$ cat src/ddr3_init_defs.svh
// offsets, field positions, reset values and timing counts of the init block
`ifndef DDR3_INIT_DEFS_SVH
`define DDR3_INIT_DEFS_SVH
`define PCLK_PERIOD_NS    5
`define INIT_WAIT_US      500
`define INIT_WAIT_CYCLES  ((`INIT_WAIT_US * 1000 + `PCLK_PERIOD_NS - 1) / `PCLK_PERIOD_NS)
`define MRD_CYCLES        4
`define XPR_CYCLES        5
`define DLL_LOCK_CYCLES   512
`define ZQ_INIT_CYCLES    512
`define OFS_STATUS        8'h00
`define OFS_MR0           8'h04
`define OFS_MR1           8'h08
`define OFS_MR2           8'h0c
`define OFS_MR3           8'h10
`define OFS_CONTROL       8'h14
`define OFS_FLAG_CLEAR    8'h18
`define CONTROL_RESET     1'b1
`define BIT_MR1_DLL_OFF   0
`define BIT_MR1_WLEVEL    7
`define BIT_MR1_WL_TERM   12
`define BIT_MR0_DLL_RST   8
`define BIT_MR2_ASR       6
`define BIT_MR2_SRT       7
`define POS_MR2_WTERM     9
`define BIT_MR3_PATTERN   2
`define BIT_ZQ_LONG       10
`define FLAG_CKE_EARLY    0
`define FLAG_MRS_EARLY    1
`define FLAG_SPACING      2
`define FLAG_BANK         3
`define FLAG_ORDER        4
`define FLAG_ASR          5
`define FLAG_W            6
`endif

$ cat src/ddr3_init_pkg.sv
// types shared by the init block
package ddr3_init_pkg;
  typedef enum logic [6:0] {
    S_RESET    = 7'b0000001,
    S_INTERNAL = 7'b0000010,
    S_WAIT_CKE = 7'b0000100,
    S_XPR      = 7'b0001000,
    S_LOAD     = 7'b0010000,
    S_CAL      = 7'b0100000,
    S_READY    = 7'b1000000
  } state_t;
endpackage

$ cat src/ddr3_init_mrs.sv
// device-side reset, initialisation and mode register load logic with apb status
//
// Behaviour
// - cke must stay low 500 us after reset release; device initialises internally
// - termination stays high impedance during reset until cke registered high
// - bank bits 1:0 pick the mode register, bank bit 2 must be low
// - consecutive mode loads spaced by at least mode_set_cycle_time
// - write termination applies anyway; no dynamic switching while leveling
// - pattern select bits ignored while register 3 bit 2 is clear
// - auto self refresh is bit 6 set, bit 7 clear; both set illegal
//
// Local design decisions: the APB slave port and the address map.
`timescale 1ns/10ps
`include "ddr3_init_defs.svh"
module ddr3_init_mrs #(
  parameter int INIT_CYCLES = `INIT_WAIT_CYCLES,
  parameter int MRD_CYCLES  = `MRD_CYCLES,
  parameter int XPR_CYCLES  = `XPR_CYCLES,
  parameter int CAL_CYCLES  = (`DLL_LOCK_CYCLES > `ZQ_INIT_CYCLES) ?
                              `DLL_LOCK_CYCLES : `ZQ_INIT_CYCLES
) (
  input  wire logic        pclk,
  input  wire logic        presetn,
  input  wire logic        psel,
  input  wire logic        penable,
  input  wire logic        pwrite,
  input  wire logic [7:0]  paddr,
  input  wire logic [31:0] pwdata,
  output logic      [31:0] prdata,
  output logic             pready,
  output logic             pslverr,
  input  wire logic        dram_reset_n,
  input  wire logic        cke,
  input  wire logic        odt,
  input  wire logic        cs_n,
  input  wire logic        ras_n,
  input  wire logic        cas_n,
  input  wire logic        we_n,
  input  wire logic [2:0]  ba,
  input  wire logic [14:0] addr,
  output logic             term_enable,
  output logic             dynamic_term_enable,
  output logic [1:0]       write_term_sel,
  output logic             pattern_readout_en,
  output logic [1:0]       pattern_sel,
  output logic             auto_self_refresh,
  output logic             init_done
);
  localparam int CW = $clog2(INIT_CYCLES + 1);
  localparam int SW = $clog2(MRD_CYCLES + 1);

  // synchronised pins: reset, cke, odt, cs, ras, cas, we, ba, addr
  logic [24:0] pins_s;
  logic        rst_s;
  logic        cke_s;
  logic        odt_s;
  logic [3:0]  cmd_s;
  logic [2:0]  ba_s;
  logic [14:0] addr_s;

  pin_sync #(.W(25), .RESET_VAL(25'h03c0000)) u_sync (
    .pclk    (pclk),
    .presetn (presetn),
    .pin     ({dram_reset_n, cke, odt, cs_n, ras_n, cas_n, we_n, ba, addr}),
    .level   (pins_s)
  );
  assign {rst_s, cke_s, odt_s, cmd_s, ba_s, addr_s} = pins_s;

  ddr3_init_pkg::state_t    state;
  ddr3_init_pkg::state_t    next_state;
  logic [CW-1:0]            cnt;
  logic [CW-1:0]            next_cnt;
  logic [SW-1:0]            gap;
  logic [SW-1:0]            next_gap;
  logic [14:0]              mr [4];
  logic [14:0]              next_mr [4];
  logic [1:0]               step;
  logic [1:0]               next_step;
  logic [`FLAG_W-1:0]       flags;
  logic [`FLAG_W-1:0]       next_flags;
  logic                     strict;
  logic                     next_strict;
  logic                     cmd_prev;
  logic                     mrs_now;
  logic                     zq_now;
  logic                     cmd_new;
  logic                     load_phase;
  logic                     order_ok;
  logic [1:0]               want;
  logic                     next_term_enable;
  logic                     next_init_done;
  logic [31:0]              next_prdata;
  logic                     next_pready;
  logic                     next_pslverr;
  logic                     wr_take;
  logic                     rd_take;
  logic                     mapped;
  logic [`FLAG_W-1:0]       clear_bits;

  // commands are taken once, on the cycle the sampled command first appears
  assign mrs_now = cke_s && (cmd_s == 4'h0);
  assign zq_now  = cke_s && (cmd_s == 4'h6) && addr_s[`BIT_ZQ_LONG];
  assign cmd_new = (mrs_now || zq_now) && !cmd_prev;

  always_comb begin
    unique case (step)
      2'd0: want = 2'd2;
      2'd1: want = 2'd3;
      2'd2: want = 2'd1;
      2'd3: want = 2'd0;
    endcase
  end

  assign load_phase = (state == ddr3_init_pkg::S_LOAD);
  assign order_ok   = (ba_s[1:0] == want) &&
                      !(want == 2'd1 && addr_s[`BIT_MR1_DLL_OFF]) &&
                      !(want == 2'd0 && !addr_s[`BIT_MR0_DLL_RST]);

  always_comb begin
    next_state = state;
    next_cnt   = (cnt != '0) ? cnt - 1'b1 : cnt;
    next_gap   = (gap != '0) ? gap - 1'b1 : gap;
    next_step  = step;
    next_flags = flags & ~clear_bits;
    for (int i = 0; i < 4; i++) begin
      next_mr[i] = mr[i];
    end
    unique case (state)
      ddr3_init_pkg::S_RESET: begin
        if (rst_s) begin
          next_state = ddr3_init_pkg::S_INTERNAL;
          next_cnt   = CW'(INIT_CYCLES - 1);
        end
      end
      ddr3_init_pkg::S_INTERNAL: begin
        if (cke_s) begin
          next_flags[`FLAG_CKE_EARLY] = 1'b1;
        end
        if (cnt == '0) begin
          next_state = ddr3_init_pkg::S_WAIT_CKE;
        end
      end
      ddr3_init_pkg::S_WAIT_CKE: begin
        if (cke_s) begin
          next_state = ddr3_init_pkg::S_XPR;
          next_cnt   = CW'(XPR_CYCLES - 1);
        end
      end
      ddr3_init_pkg::S_XPR: begin
        if (mrs_now && cmd_new) begin
          next_flags[`FLAG_MRS_EARLY] = 1'b1;
        end
        if (cnt == '0) begin
          next_state = ddr3_init_pkg::S_LOAD;
          next_step  = 2'd0;
        end
      end
      ddr3_init_pkg::S_LOAD: begin
        if (zq_now && cmd_new) begin
          if (step == 2'd3 && mr[0][`BIT_MR0_DLL_RST] && gap == '0) begin
            next_state = ddr3_init_pkg::S_CAL;
            next_cnt   = CW'(CAL_CYCLES - 1);
          end else begin
            next_flags[`FLAG_ORDER] = 1'b1;
          end
        end
      end
      ddr3_init_pkg::S_CAL: begin
        if (cnt == '0) begin
          next_state = ddr3_init_pkg::S_READY;
        end
      end
      ddr3_init_pkg::S_READY: begin
      end
    endcase
    // mode register set decode, shared by load phase and normal operation
    if (mrs_now && cmd_new && (load_phase || state == ddr3_init_pkg::S_READY)) begin
      next_gap = SW'(MRD_CYCLES - 1);
      if (gap != '0) begin
        next_flags[`FLAG_SPACING] = 1'b1;
      end
      if (ba_s[2]) begin
        next_flags[`FLAG_BANK] = 1'b1;
      end else if (load_phase && !order_ok && strict) begin
        next_flags[`FLAG_ORDER] = 1'b1;
      end else begin
        next_mr[ba_s[1:0]] = addr_s;
        if (load_phase && order_ok) begin
          next_step = (step == 2'd3) ? step : step + 1'b1;
        end else if (load_phase) begin
          next_flags[`FLAG_ORDER] = 1'b1;
        end
        if (ba_s[1:0] == 2'd2 && addr_s[`BIT_MR2_ASR] && addr_s[`BIT_MR2_SRT]) begin
          next_flags[`FLAG_ASR] = 1'b1;
        end
      end
    end
    if (!rst_s) begin
      next_state = ddr3_init_pkg::S_RESET;
      next_cnt   = '0;
      next_gap   = '0;
      next_step  = 2'd0;
      for (int i = 0; i < 4; i++) begin
        next_mr[i] = '0;
      end
    end
  end

  // termination leaves high impedance only once cke is seen after reset
  always_comb begin
    next_term_enable = !(next_state inside {ddr3_init_pkg::S_RESET,
                         ddr3_init_pkg::S_INTERNAL, ddr3_init_pkg::S_WAIT_CKE});
    next_init_done   = (next_state == ddr3_init_pkg::S_READY);
  end

  // apb slave: one wait state, then data and pready together
  assign mapped  = (paddr[1:0] == 2'b00) && (paddr <= `OFS_FLAG_CLEAR);
  assign rd_take = psel && penable && !pready;
  assign wr_take = psel && penable && pready && pwrite && mapped;

  always_comb begin
    next_pready  = rd_take;
    next_pslverr = rd_take && !mapped;
    next_prdata  = prdata;
    next_strict  = strict;
    clear_bits   = '0;
    if (wr_take && paddr == `OFS_CONTROL) begin
      next_strict = pwdata[0];
    end
    if (wr_take && paddr == `OFS_FLAG_CLEAR) begin
      clear_bits = pwdata[`FLAG_W-1:0];
    end
    if (rd_take) begin
      unique case (paddr)
        `OFS_STATUS:  next_prdata = {8'h00, 2'b00, flags, 8'h00, init_done, state};
        `OFS_MR0:     next_prdata = {17'h00000, mr[0]};
        `OFS_MR1:     next_prdata = {17'h00000, mr[1]};
        `OFS_MR2:     next_prdata = {17'h00000, mr[2]};
        `OFS_MR3:     next_prdata = {17'h00000, mr[3]};
        `OFS_CONTROL: next_prdata = {31'h00000000, strict};
        default:      next_prdata = 32'h00000000;
      endcase
    end
  end

  always_ff @(posedge pclk or negedge presetn) begin
    if (!presetn) begin
      state               <= ddr3_init_pkg::S_RESET;
      cnt                 <= '0;
      gap                 <= '0;
      step                <= 2'd0;
      flags               <= '0;
      strict              <= `CONTROL_RESET;
      cmd_prev            <= 1'b0;
      for (int i = 0; i < 4; i++) begin
        mr[i] <= '0;
      end
      term_enable         <= 1'b0;
      dynamic_term_enable <= 1'b0;
      write_term_sel      <= 2'b00;
      pattern_readout_en  <= 1'b0;
      pattern_sel         <= 2'b00;
      auto_self_refresh   <= 1'b0;
      init_done           <= 1'b0;
      prdata              <= 32'h00000000;
      pready              <= 1'b0;
      pslverr             <= 1'b0;
    end else begin
      state               <= next_state;
      cnt                 <= next_cnt;
      gap                 <= next_gap;
      step                <= next_step;
      flags               <= next_flags;
      strict              <= next_strict;
      cmd_prev            <= mrs_now || zq_now;
      for (int i = 0; i < 4; i++) begin
        mr[i] <= next_mr[i];
      end
      term_enable         <= next_term_enable;
      dynamic_term_enable <= next_init_done && !next_mr[1][`BIT_MR1_WLEVEL];
      write_term_sel      <= next_mr[2][`POS_MR2_WTERM +: 2];
      pattern_readout_en  <= next_mr[3][`BIT_MR3_PATTERN];
      pattern_sel         <= next_mr[3][`BIT_MR3_PATTERN] ? next_mr[3][1:0] : 2'b00;
      auto_self_refresh   <= next_mr[2][`BIT_MR2_ASR] && !next_mr[2][`BIT_MR2_SRT];
      init_done           <= next_init_done;
      prdata              <= next_prdata;
      pready              <= next_pready;
      pslverr             <= next_pslverr;
    end
  end

  reset_hiz_a: assert property (@(posedge pclk) disable iff (!presetn)
    !rst_s |=> !term_enable) else $error("termination on during reset");
  cke_early_a: assert property (@(posedge pclk) disable iff (!presetn)
    (state == ddr3_init_pkg::S_INTERNAL && cke_s) |=> flags[`FLAG_CKE_EARLY])
    else $error("early cke not flagged");
  init_wait_a: assert property (@(posedge pclk) disable iff (!presetn)
    $rose(state == ddr3_init_pkg::S_INTERNAL) |->
    cnt == CW'(INIT_CYCLES - 1)) else $error("init wait not reloaded");
  bank_sel_a: assert property (@(posedge pclk) disable iff (!presetn)
    (mrs_now && cmd_new && rst_s && !ba_s[2] && state == ddr3_init_pkg::S_READY)
    |=> mr[$past(ba_s[1:0])] == $past(addr_s)) else $error("mode load lost");
  bank_two_a: assert property (@(posedge pclk) disable iff (!presetn)
    (mrs_now && cmd_new && rst_s && ba_s[2] && (load_phase || state == ddr3_init_pkg::S_READY))
    |=> flags[`FLAG_BANK] && $stable(mr[0]) && $stable(mr[2]))
    else $error("bank two load accepted");
  spacing_a: assert property (@(posedge pclk) disable iff (!presetn)
    (mrs_now && cmd_new && gap != '0 && (load_phase || state == ddr3_init_pkg::S_READY))
    |=> flags[`FLAG_SPACING]) else $error("spacing not flagged");
  wlevel_a: assert property (@(posedge pclk) disable iff (!presetn)
    mr[1][`BIT_MR1_WLEVEL] |-> !dynamic_term_enable)
    else $error("dynamic termination while leveling");
  pattern_a: assert property (@(posedge pclk) disable iff (!presetn)
    !mr[3][`BIT_MR3_PATTERN] |-> pattern_sel == 2'b00 && !pattern_readout_en)
    else $error("pattern select not ignored");
  asr_a: assert property (@(posedge pclk) disable iff (!presetn)
    auto_self_refresh == (mr[2][`BIT_MR2_ASR] && !mr[2][`BIT_MR2_SRT]))
    else $error("auto self refresh mismatch");
endmodule

$ cat src/pin_sync.sv
// three-stage pin synchroniser, a change counts once stages two and three agree
`timescale 1ns/10ps
module pin_sync #(
  parameter int           W         = 1,
  parameter logic [W-1:0] RESET_VAL = '0
) (
  input  wire logic         pclk,
  input  wire logic         presetn,
  input  wire logic [W-1:0] pin,
  output logic      [W-1:0] level
);
  logic [W-1:0] s1;
  logic [W-1:0] s2;
  logic [W-1:0] s3;
  logic [W-1:0] next_level;

  genvar i;
  generate
    for (i = 0; i < W; i++) begin : g_bit
      always_comb begin
        next_level[i] = (s2[i] == s3[i]) ? s3[i] : level[i];
      end
    end
  endgenerate

  always_ff @(posedge pclk or negedge presetn) begin
    if (!presetn) begin
      s1    <= RESET_VAL;
      s2    <= RESET_VAL;
      s3    <= RESET_VAL;
      level <= RESET_VAL;
    end else begin
      s1    <= pin;
      s2    <= s1;
      s3    <= s2;
      level <= next_level;
    end
  end
endmodule

$ cat config.mk
export PLATFORM = sky130hd
export DESIGN_NAME = ddr3_init_mrs
export DESIGN_NICKNAME = d
export VERILOG_FILES = /design/src/ddr3_init_pkg.sv /design/src/ddr3_init_mrs.sv /design/src/pin_sync.sv
export VERILOG_INCLUDE_DIRS = /design/src
export SDC_FILE = /design/constraint.sdc
export NUM_CORES = 1
export LEC_CHECK = 0
export BUFFER_PORTS_ARGS = -buffer_cell sky130_fd_sc_hd__buf_2
export CORE_MARGIN = 5
export CORE_UTILIZATION = 35
export CTS_BUF_LIST = sky130_fd_sc_hd__clkbuf_2 sky130_fd_sc_hd__clkbuf_4 sky130_fd_sc_hd__clkbuf_8
export CTS_CLUSTER_DIAMETER = 40
export DETAILED_ROUTE_END_ITERATION = 12
export PLACE_DENSITY_LB_ADDON = 0.12
export SYNTH_ARGS = -nofsm -noshare
export SYNTH_HDL_FRONTEND = slang
export SYNTH_HIERARCHICAL = 1
export SYNTH_SLANG_ARGS = --single-unit
$ cat constraint.sdc
create_clock -name pclk -period 2.22 [get_ports pclk]
set_input_delay 0.111 -clock pclk [delete_from_list [all_inputs] [get_ports pclk]]
set_output_delay 0.111 -clock pclk [all_outputs]
set_load 0.05 [all_outputs]
## Word level (Yosys, flattened, before mapping)

Cells that the tools add are included.

- Multiplexer cells: 52
- Add/sub/neg operators: 3
- Eq/ne operators: 53
- Reduce and logical (&&, ||, !) cells: 53
- Bitwise operators: 3
- Magnitude comparators: 3

Operators with widths:

| cell | count |
|---|---|
| $mux W60 | 4 |
| $pmux W22 S6 | 1 |
| $mux W17 | 5 |
| $bwmux W60 | 1 |
| $pmux W17 S3 | 1 |
| $mux W7 | 7 |
| $pmux W7 S6 | 1 |
| $demux W15 S2 | 1 |
| $logic_and A1 B1 Y1 | 30 |
| $eq A1 B1 Y1 | 24 |
| $eq A8 B5 Y1 const B | 3 |
| $mux W2 | 10 |
| $logic_not A17 Y1 | 1 |
| $reduce_bool A17 Y1 | 1 |
| $sub A17 B1 Y17 const B | 1 |
| $eq A8 B4 Y1 const B | 2 |
| $mux W15 | 1 |
| $eq A7 B1 Y1 const B | 2 |
| $eq A7 B2 Y1 const B | 2 |
| $eq A7 B3 Y1 const B | 2 |
| $eq A7 B7 Y1 const B | 2 |
| $mux W1 | 14 |
| $logic_not A1 Y1 | 10 |
| $mux W3 | 3 |
| 29 further kinds | 38 |

- Output and inout bits: 43
- Register bits after elaboration: 239

## Logic depth before layout (Yosys ltp)

Gate-level depths: netlist of the first run.

- Depth after elaboration: 16
- Mapped depth: 10

## Hierarchy

Netlist of the first run, hierarchy kept.

Modules (own cells, without submodules):

| module | area each (µm²) | instances | cells an instance |
|---|---|---|---|
| ddr3_init_mrs | 6319.8 | 1 | 691 |
| pin_sync | 2803.9 | 1 | 125 |

## Worst setup path after synthesis of the first run

Ideal clock, no wire load.

- Kind: register -> register
- Start: register state[2]
- End: register term_enable
- Setup slack: -0.188 ns
- Arrival time: 2.276 ns
- Cell stages (with the launch flop): 8
- Path through: dfrtp_1 > buf_4 > nor4_4 > o211ai_2 > or4b_4 > a21o_1 > a211o_1 > or3_1

- Word-level cells in the longest chain between the ends: 7
- Elaborated cells between the ends (all ways): 19
- Those cells by class: eq/ne: 9; mux: 8; reduce/logical: 2

RTL lines:

| element | RTL line | text |
|---|---|---|
| start, declared | ddr3_init_mrs.sv:69 | `ddr3_init_pkg::state_t state;` |
| start signal, assigned | ddr3_init_mrs.sv:248 | `state <= ddr3_init_pkg::S_RESET;` |
| start signal, assigned | ddr3_init_mrs.sv:269 | `state <= next_state;` |
| $mux W7 | ddr3_init_mrs.sv:160 | `` if (step == 2'd3 && mr[0][`BIT_MR0_DLL_RST] && gap == '0) begin `` |
| $mux W7 | ddr3_init_mrs.sv:159 | `if (zq_now && cmd_new) begin` |
| $pmux W7 S6 (*) | ddr3_init_mrs.sv:128 | `unique case (state)` |
| $mux W7 (*) | ddr3_init_mrs.sv:198 | `if (!rst_s) begin` |
| $eq A7 B1 Y1 (tied with other cells) | ddr3_init_mrs.sv:211 | `next_term_enable = !(next_state inside {ddr3_init_pkg::S_RESET,` |
| $reduce_bool A3 Y1 (*) | ddr3_init_mrs.sv:211 |  |
| $logic_not A1 Y1 (*) | ddr3_init_mrs.sv:211 |  |
| via next_term_enable | ddr3_init_mrs.sv:90 | `logic next_term_enable;` |
| end signal, assigned | ddr3_init_mrs.sv:279 | `term_enable <= next_term_enable;` |
| end, declared | ddr3_init_mrs.sv:41 | `output logic term_enable,` |

The timed path passes the listed nets; every way through them passes the cells marked *.
A chain may end at the register's enable or synchronous reset.

## Worst setup path after layout of the first run

- Start: register state[4]
- End: register term_enable

- Elaborated cells between the ends (all ways): 19
- Those cells by class: eq/ne: 9; mux: 8; reduce/logical: 2

RTL lines:

| element | RTL line | text |
|---|---|---|
| $eq A7 B6 Y1 (tied with other cells) | ddr3_init_mrs.sv:128 |  |
| $pmux W7 S6 (*) | ddr3_init_mrs.sv:128 |  |
| $mux W7 (*) | ddr3_init_mrs.sv:198 |  |
| via next_state[5] | ddr3_init_mrs.sv:70 | `ddr3_init_pkg::state_t next_state;` |
| $eq A7 B1 Y1 (tied with other cells) | ddr3_init_mrs.sv:211 |  |
| $reduce_bool A3 Y1 (*) | ddr3_init_mrs.sv:211 |  |
| $logic_not A1 Y1 (*) | ddr3_init_mrs.sv:211 |  |
| via next_term_enable | ddr3_init_mrs.sv:90 |  |

Marked as above.

==> reports/results.ini, run 1 <==
[final_layout]
multi_input_comb_area_mm2 = 0.00356
diodes = 0
finalNetCount = 1132
area_growth_pct = 39.0
fillCellCount = 2341
drive_gt1_share_pct = 38.5
layout_common_cells = dfrtp_1, nand2_1, buf_4
mostFrequentLayoutCell = dfrtp_1
seqCellArea_mm2 = 0.00558
finish.utilization_pct = 49.6

[sta]
maxSlewViolCount = 0
finalClockSkew_ns = 0.0253
slew_headroom_pct = 28.1
final.period_utilization_pct = 107
tightest_slew_ns = 1.08
hold_viol_final = 0
fin_crit_ns = 2.37
fmax_mhz = 422
setup_viol = 11
setup_slack_ns = -0.152
tns_ns = -0.878
rsz0062_at_grt = yes

[grt]
track_usage_pct = 17.2
grt_pass1_vias = 7085
grt_pass1_wl_mm = 39.4
grt_max_degree = 64
gr-total-overflow = 0
antenna_found_initial = 0

[critical_path]
critPathMaxFanout = 3
reg2reg_depth = 6
r2r_slack_ns = -0.15
r2r-end = term_enable
arrival_ns = 2.80
crit-reg2reg-launch = state[4]
cp-end-kind = flop
worstSetupPathType = reg -> reg
cp.required_ns = 2.65
critPathLaunchType = flop

[detailed_routing]
routed_wl_mm = 25.1
drc = 0
first_iter_violations = 469
first_pass_iters = 5
via_count = 6916
via_per_inst = 4.87
wl_per_cell_um = 17.7
detail-route-antenna-nets = 0

[floorplanning]
die-height_um = 170
start_util_pct = 35.7
ioPinCount = 113
die-area_mm2 = 0.0291
core_area_mm2 = 0.0253
rows = 58
die_x_um = 170

[hold_path]
min_path_type = in -> reg
worstHoldStart = penable
hold_depth = 4
whs_endpoint = strict

[placement]
dp_hpwl_mm = 16.4
numPortBuffers = 74
dp_slack_ns = -0.290
routabilityCongestion = 0.841

[clock_network]
clk_path_buf_depth = 3
clkSinkCount = 222
insertion_delay_ns = 0.56
cts_tree = built
path_clk_slew_ns = 0.06
htreeDepth = 2
numCtsBuffers = 44
root_buffer = clkbuf_8

[synth]
avgSynthCellArea_um2 = 11.1
yosysWarnings = 6
syn_inst = 811
synth_area_mm2 = 0.00901

[power]
leakage_nw = 5.57
powerDensity_mw_per_mm2 = 847
power.total_w = 0.0106
vdd.ir_drop.worst_v = 0.000452

[status]
status = finished with violations
violations = setup timing

[run]
cap_violations = 0

-- metrics by stage --
step                instance area (µm²)  instances  hold slack [ns]
floorplan                          9070        821           -0.185
detailed placement                10600       1289            0.115
global placement                  10600       1289            0.116
global route                      12500       1421           0.0781
CTS                               12100       1409           0.0230
finish                            12500       1421           0.0610
-- cell type report --
type / count / share of cell area, %
sequential: 222 / 44.6
timing repair buffer: 242 / 15.7
multi-input combinational: 534 / 28.4
clock inverter: 14 / 0.929
clock buffer: 67 / 6.66
tap: 330 / 3.30
inverter: 12 / 0.359
-- how the worst max path moves through the flow --
| stage | from | endpoint | slack [ns] |
|---|---|---|---|
| after floorplan | state[2] | term_enable | -0.12 |
| after global placement | u_sync/level[18] | term_enable | -0.23 |
| after detailed placement | state[6] | term_enable | -0.29 |
| after CTS | state[4] | term_enable | -0.17 |
| after global routing | cnt[11] | term_enable | -0.25 |
| final | state[4] | term_enable | -0.15 |
-- layer usage --
layer / vias up / wire [µm] / global-route usage [%]
met5: - / 0 / 0
met4: 0 / 464 / 4.90
met3: 41 / 1710 / 4.16
met2: 209 / 10700 / 25.0
met1: 3369 / 12300 / 25.8
li1: 3297 / - / -
-- power by group --
part / total [W] / switching (W) / internal (W)
sequential: 0.00452 / 0.000221 / 0.00430
combinational: 0.00174 / 0.000949 / 0.000791
clock: 0.00435 / 0.00181 / 0.00254
-- critical path, cell delays in order (launching register included) --
cell and delay (ns):
dfrtp_2 0.42, nor4_4 0.33, o211ai_2 0.14, or4b_4 0.56, a31o_1 0.23, a211o_1 0.26, or3_1 0.31
-- flip-flops by register name (all words and copies together), names as in the netlist, 2 cells and up --
name	cells
u_sync/s1	24
cnt	17
gap	3
u_sync/s3	24
flags	6
state	7
mr	59
step	2
pattern_sel	2
u_sync/level	24
prdata	21
u_sync/s2	24
-- what timing repair did --
| action | 4_1_cts | 5_1_grt |
|---|---|---|
| setup buffers | 4 | 10 |
| pin swaps | 11 | 21 |
| hold buffers | 34 | 0 |
| resized for setup | 28 | 72 |
| hold endpoints to repair | 174 | 0 |
| cloned | 1 | 3 |
| endpoints found under the setup margin | 63 | 88 |
Note: power is estimated with default switching activity, not from simulation.
==> run 2: changes to the inputs <==
clock period = 2.48 ns   (was 2.22 ns; I/O delays follow)
==> reports/results.ini, run 2 (synthesis gave the netlist of run 1 again) <==
[detailed_routing]
first_iter_violations = 600  ; +28%
wl_per_cell_um = 17.0  ; -3.8%
via_per_inst = 4.87  ; +0.12%
via_count = 6627  ; -4.2%
first_pass_iters = 5  ; unchanged
drc = 0  ; unchanged
routed_wl_mm = 23.2  ; -7.9%
detail-route-antenna-nets = 0  ; unchanged

[grt]
grt_pass1_vias = 6648  ; -6.2%
track_usage_pct = 16.1  ; -1.1 points
grt_max_degree = 70  ; +9.4%
gr-total-overflow = 0  ; unchanged
antenna_found_initial = 0  ; unchanged
grt_pass1_wl_mm = 37.0  ; -6.2%

[floorplanning]
core_area_mm2 = 0.0253  ; unchanged
die-area_mm2 = 0.0291  ; unchanged
ioPinCount = 113  ; unchanged
start_util_pct = 35.7  ; unchanged
die-height_um = 170  ; unchanged
die_x_um = 170  ; unchanged
rows = 58  ; unchanged

[critical_path]
slowest_delay_ns = 0.56  ; about the same
cpMaxStageDelayCell = or4b_4
critPathMaxFanout = 3  ; unchanged
crit-reg2reg-launch = cnt[6]
cp_cell_sequence = nor4_2, buf_4, nand4b_1, or4b_4, a31o_1, a211o_1, or3_1
cp-end-kind = flop
worstSetupPathType = reg -> reg
arrival_ns = 2.87  ; +0.07 ns
r2r_slack_ns = 0.01  ; +0.17 ns
cp.required_ns = 2.88  ; +0.23 ns
r2r-end = term_enable
critPathLaunchType = flop
worstPathBufferInverterCount = 1  ; +1
crit_family = simple AND/OR/NAND/NOR gates
reg2reg_depth = 7  ; +1

[sta]
rsz0062_at_grt = yes
fin_crit_ns = 2.47  ; +0.0935 ns
setup_slack_ns = 0.0148  ; +0.167 ns
hold_viol_final = 0  ; unchanged
maxSlewViolCount = 0  ; unchanged
slew_headroom_pct = 28.3  ; +0.23 points
fmax_mhz = 406  ; -3.8%
setup_viol = 0  ; -11
tightest_slew_ns = 1.07  ; -0.00352 ns
final.period_utilization_pct = 99.4  ; -7.4 points
finalClockSkew_ns = 0.0265  ; +0.00118 ns

[final_layout]
largest_register_ffs = 59  ; unchanged
mostFrequentLayoutCell = dfrtp_1
area_growth_pct = 30.2
stdcell_area_mm2 = 0.0117  ; -6.4%
largest_register = mr
drive_gt1_share_pct = 30.3  ; -8.2 points
diodes = 0  ; unchanged
fillCellCount = 2351  ; +0.43%
finalNetCount = 1074  ; -5.1%
layout_common_cells = dfrtp_1, nand2_1, a21oi_1

[placement]
dp_slack_ns = -0.114  ; +0.176 ns
placed_cell_area_mm2 = 0.0103  ; -3.1%
numPortBuffers = 74  ; unchanged
routabilityCongestion = 0.861  ; +2.5%
dp_hpwl_mm = 15.6  ; -4.8%

[run]
cap_violations = 0  ; unchanged

[hold_path]
worstHoldStart = paddr[3]
min_path_type = in -> reg
hold_depth = 5  ; +1
whs_endpoint = strict

[clock_network]
insertion_delay_ns = 0.54  ; -0.02 ns
root_buffer = clkbuf_8
path_clk_slew_ns = 0.06  ; about the same
clkSinkCount = 222  ; unchanged
cts_tree = built
htreeDepth = 2  ; unchanged
numCtsBuffers = 43  ; -2.3%
clk_path_buf_depth = 3  ; unchanged

[power]
leakage_nw = 5.21  ; -6.4%
powerDensity_mw_per_mm2 = 814  ; -3.8%
vdd.ir_drop.worst_v = 0.000416  ; -8.1%
power.total_w = 0.00956  ; -9.9%

[status]
status = finished, final reports clean

[run 2: cell type report]
class | instances | area, µm² | share of cell area [%]
Multi-Input combinational cell | 534 | 3280 | 27.9
Clock buffer | 68 | 848 | 7.23
Clock inverter | 9 | 161 | 1.38
Tap cell | 330 | 413 | 3.52
Timing Repair Buffer | 185 | 1410 | 12.0
Inverter | 12 | 45.0 | 0.384
Sequential cell | 222 | 5580 | 47.5
[run 2: worst max-delay path by stage]
stage | depth (start not counted) | slack (ns) | endpoint | start
2_1_floorplan | 7 | 0.07 | term_enable | state[2]
3_3_place_gp | 6 | -0.06 | term_enable | cnt[8]
3_5_place_dp | 6 | -0.11 | term_enable | cnt[8]
4_1_cts | 7 | -0.01 | term_enable | cnt[4]
5_1_grt | 7 | -0.12 | term_enable | cnt[6]
6_report | 7 | 0.01 | term_enable | cnt[6]
[run 2: per-stage QoR]
step | TNS (ns) | hold WS [ns] | instances | utilization, %
after floorplan | 0 | -0.172 | 821 | -
after global placement | -0.0789 | 0.143 | 1248 | 40.6
after detailed placement | -0.201 | 0.137 | 1248 | 40.6
after CTS | -0.0140 | 0.0555 | 1358 | 46.1
after global routing | -0.206 | 0.0888 | 1360 | 46.5
final | 0 | 0.0884 | 1360 | 46.5
[run 2: worst register-to-register path: cells and delay by family (launching register included)]
kind / cells / cell delay [ns]
flip-flops: 1 / 0.40
AND/OR/NAND/NOR: 4 / 1.30
AO/OA/AOI/OAI: 2 / 0.49
buffers and inverters: 1 / 0.16
[run 2: layer usage]
metal,global-route usage (%),up-vias,wire length [µm]
met1,24.7,3167,11400
li1,-,3196,-
met3,3.55,35,1710
met4,4.27,0,478
met5,0,-,0
met2,23.0,229,9590
[run 2: power by group]
part / switching (W) / leakage (nW) / internal [W]
Sequential: 0.000202 / 2.80 / 0.00385
Combinational: 0.000790 / 1.89 / 0.000593
Clock: 0.00153 / 0.522 / 0.00259
Total: 0.00252 / 5.21 / 0.00704
[run 2: timing repair]
action / 4_1_cts / 5_1_grt
setup buffers: 0 / 2
setup endpoints to repair: 2 / 37
hold buffers: 33 / 0
pin swaps: 1 / 7
resized for setup: 5 / 16
hold endpoints to repair: 148 / 0
==> run 3: changes to the inputs <==
--- a/config.mk
+++ b/config.mk
@@ -8,4 +8,5 @@
 export LEC_CHECK = 0
 export BUFFER_PORTS_ARGS = -buffer_cell sky130_fd_sc_hd__buf_2
+export CAP_MARGIN = 10
 export CORE_MARGIN = 5
 export CORE_UTILIZATION = 35
==> constraint.sdc (replaced) <==
create_clock -name pclk -period 2.48 [get_ports pclk]
set_input_delay 0.496 -clock pclk [delete_from_list [all_inputs] [get_ports pclk]]
set_output_delay 0.496 -clock pclk [all_outputs]
set_load 0.05 [all_outputs]
==> reports/results.ini, run 3 (synthesis gave the netlist of run 1 again) <==
[critical_path]
cpMaxStageDelayCell = or4b_4
critPathMaxFanout = 3  ; unchanged
cp_cell_sequence = nor4_4, buf_4, nand4b_1, or4b_4, a21o_1, a211o_1, or3_4
worstSetupPathType = reg -> reg
worstPathBufferInverterCount = 1  ; unchanged
critPathLaunchType = flop
crit_family = simple AND/OR/NAND/NOR gates
slowest_delay_ns = 0.57  ; about the same
cp.required_ns = 2.91  ; +0.03 ns
cp-end-kind = flop
arrival_ns = 2.94  ; +0.07 ns

[clock_network]
root_buffer = clkbuf_8
clk_path_buf_depth = 3  ; unchanged
numCtsBuffers = 44  ; +2.3%
clkSinkCount = 222  ; unchanged
path_clk_slew_ns = 0.05  ; about the same
htreeDepth = 2  ; unchanged
insertion_delay_ns = 0.56  ; +0.02 ns
cts_tree = built

[sta]
finalClockSkew_ns = 0.0317  ; +0.00523 ns
rsz0062_at_grt = yes
slew_headroom_pct = 50.7  ; +22 points
fmax_mhz = 399  ; -1.6%
setup_viol = 2  ; +2
final.period_utilization_pct = 101  ; +1.6 points
whs_ns = 0.0532  ; -0.0351 ns
hold_viol_final = 0  ; unchanged
maxSlewViolCount = 0  ; unchanged
tightest_slew_ns = 0.738  ; -0.334 ns
setup_slack_ns = -0.0259  ; -0.0408 ns
fin_crit_ns = 2.51  ; +0.0408 ns

[final_layout]
stdcell_area_mm2 = 0.0115  ; -2.2%
largest_register_ffs = 59  ; unchanged
drive_gt1_share_pct = 32.5  ; +2.2 points
mostFrequentLayoutCell = dfrtp_1
fin_cells = 1349  ; -0.81%
layout_common_cells = dfrtp_1, nand2_1, buf_4
largest_register = mr
area_growth_pct = 27.4
finish.utilization_pct = 45.5  ; -1.0 points
diodes = 0  ; unchanged
finalNetCount = 1063  ; -1.0%

[power]
powerDensity_mw_per_mm2 = 840  ; +3.1%
vdd.ir_drop.worst_v = 0.000403  ; -3.1%
leakage_nw = 5.16  ; -1.0%

[detailed_routing]
wl_per_cell_um = 17.5  ; +3.0%
routed_wl_mm = 23.7  ; +2.2%
first_iter_violations = 492  ; -18%
drc = 0  ; unchanged
first_pass_iters = 5  ; unchanged
via_count = 6641  ; +0.21%
detail-route-antenna-nets = 0  ; unchanged
via_per_inst = 4.92  ; +1.0%

[floorplanning]
die-area_mm2 = 0.0291  ; unchanged
start_util_pct = 35.7  ; unchanged
die_x_um = 170  ; unchanged
die-height_um = 170  ; unchanged
core_area_mm2 = 0.0253  ; unchanged
ioPinCount = 113  ; unchanged
rows = 58  ; unchanged

[placement]
numPortBuffers = 74  ; unchanged
dp_hpwl_mm = 16.0  ; +2.4%
placed_cell_area_mm2 = 0.0103  ; +0.66%
dp_slack_ns = -0.0775  ; +0.0364 ns
dp.cells = 1262  ; +1.1%
routabilityCongestion = 0.860  ; -0.19%

[grt]
grt_max_degree = 50  ; -29%
track_usage_pct = 16.4  ; +0.32 points
grt_pass1_vias = 6783  ; +2.0%
grt_pass1_wl_mm = 37.9  ; +2.5%
gr-total-overflow = 0  ; unchanged
antenna_found_initial = 0  ; unchanged

[hold_path]
min_path_type = in -> reg

[status]
status = finished with violations
violations = setup timing

[run]
cap_violations = 0  ; unchanged

[run 3: cell types whose count changed in the layout (fill, tap and decap cells not counted), moves of 3 or more]
cell / before / now
buf_12: 9 / 6
buf_4: 68 / 92
clkinv_2: 0 / 3
dlygate4sd3_1: 33 / 1
clkbuf_8: 54 / 48
clkbuf_4: 14 / 18
[run 3: what timing repair did]
action,4_1_cts,5_1_grt
hold buffers,1,0
gates resized for setup,5,10
setup buffers,6,3
pin swaps,1,10
endpoints found under the setup margin,4,36
endpoints found under the hold margin,40,0
[run 3: final cells by class]
type | count | area, µm²
inverters | 12 | 45.0
flip-flops and latches | 222 | 5580
clock buffers | 66 | 796
well taps | 330 | 413
repair buffers | 173 | 1200
clock inverters | 12 | 201
multi-input cells | 534 | 3240
fillers | 2371 | 13800
[run 3: power breakdown]
group | internal, W | switching (W) | leakage [nW]
clock network | 0.00258 | 0.00156 | 0.525
registers | 0.00385 | 0.000202 | 2.80
logic | 0.000648 | 0.000797 | 1.84
total | 0.00708 | 0.00256 | 5.16
[run 3: through the flow]
step                      TNS (ns)  total power (W)
after CTS                  -0.0463          0.00974
after global routing        -0.278           0.0101
after detailed placement    -0.118          0.00543
final                      -0.0270          0.00964
after global placement     -0.0687          0.00542
after floorplan                  0          0.00482
[run 3: layer usage]
layer | global-route usage [%] | share of wire, % | vias to the layer above
li1 | - | - | 3168
met3 | 3.32 | 5.9 | 36
met5 | 0 | 0 | -
met2 | 23.4 | 42 | 190
met1 | 25.4 | 50 | 3247
met4 | 4.51 | 1.6 | 0
[run 3: worst register-to-register path, delay by kind of cell, from the launching register on]
kind,cells,cell delay [ns]
compound gates,2,0.45
flops,1,0.43
simple gates,4,1.33
buf+inv,1,0.16
[run 3: final timing paths]
kind	start	to	slack (ns)	depth (start not counted)
setup / recovery	cnt[11]	term_enable	-0.03	7
hold / removal	addr[5]	u_sync/s1[5]	0.05	1
setup reg to reg	cnt[11]	term_enable	-0.03	7
hold reg to reg	u_sync/s1[1]	u_sync/s2[1]	0.34	0
max in group asynchronous	presetn	u_sync/s1[20]	1.29	3
min in group asynchronous	presetn	cnt[5]	0.46	2
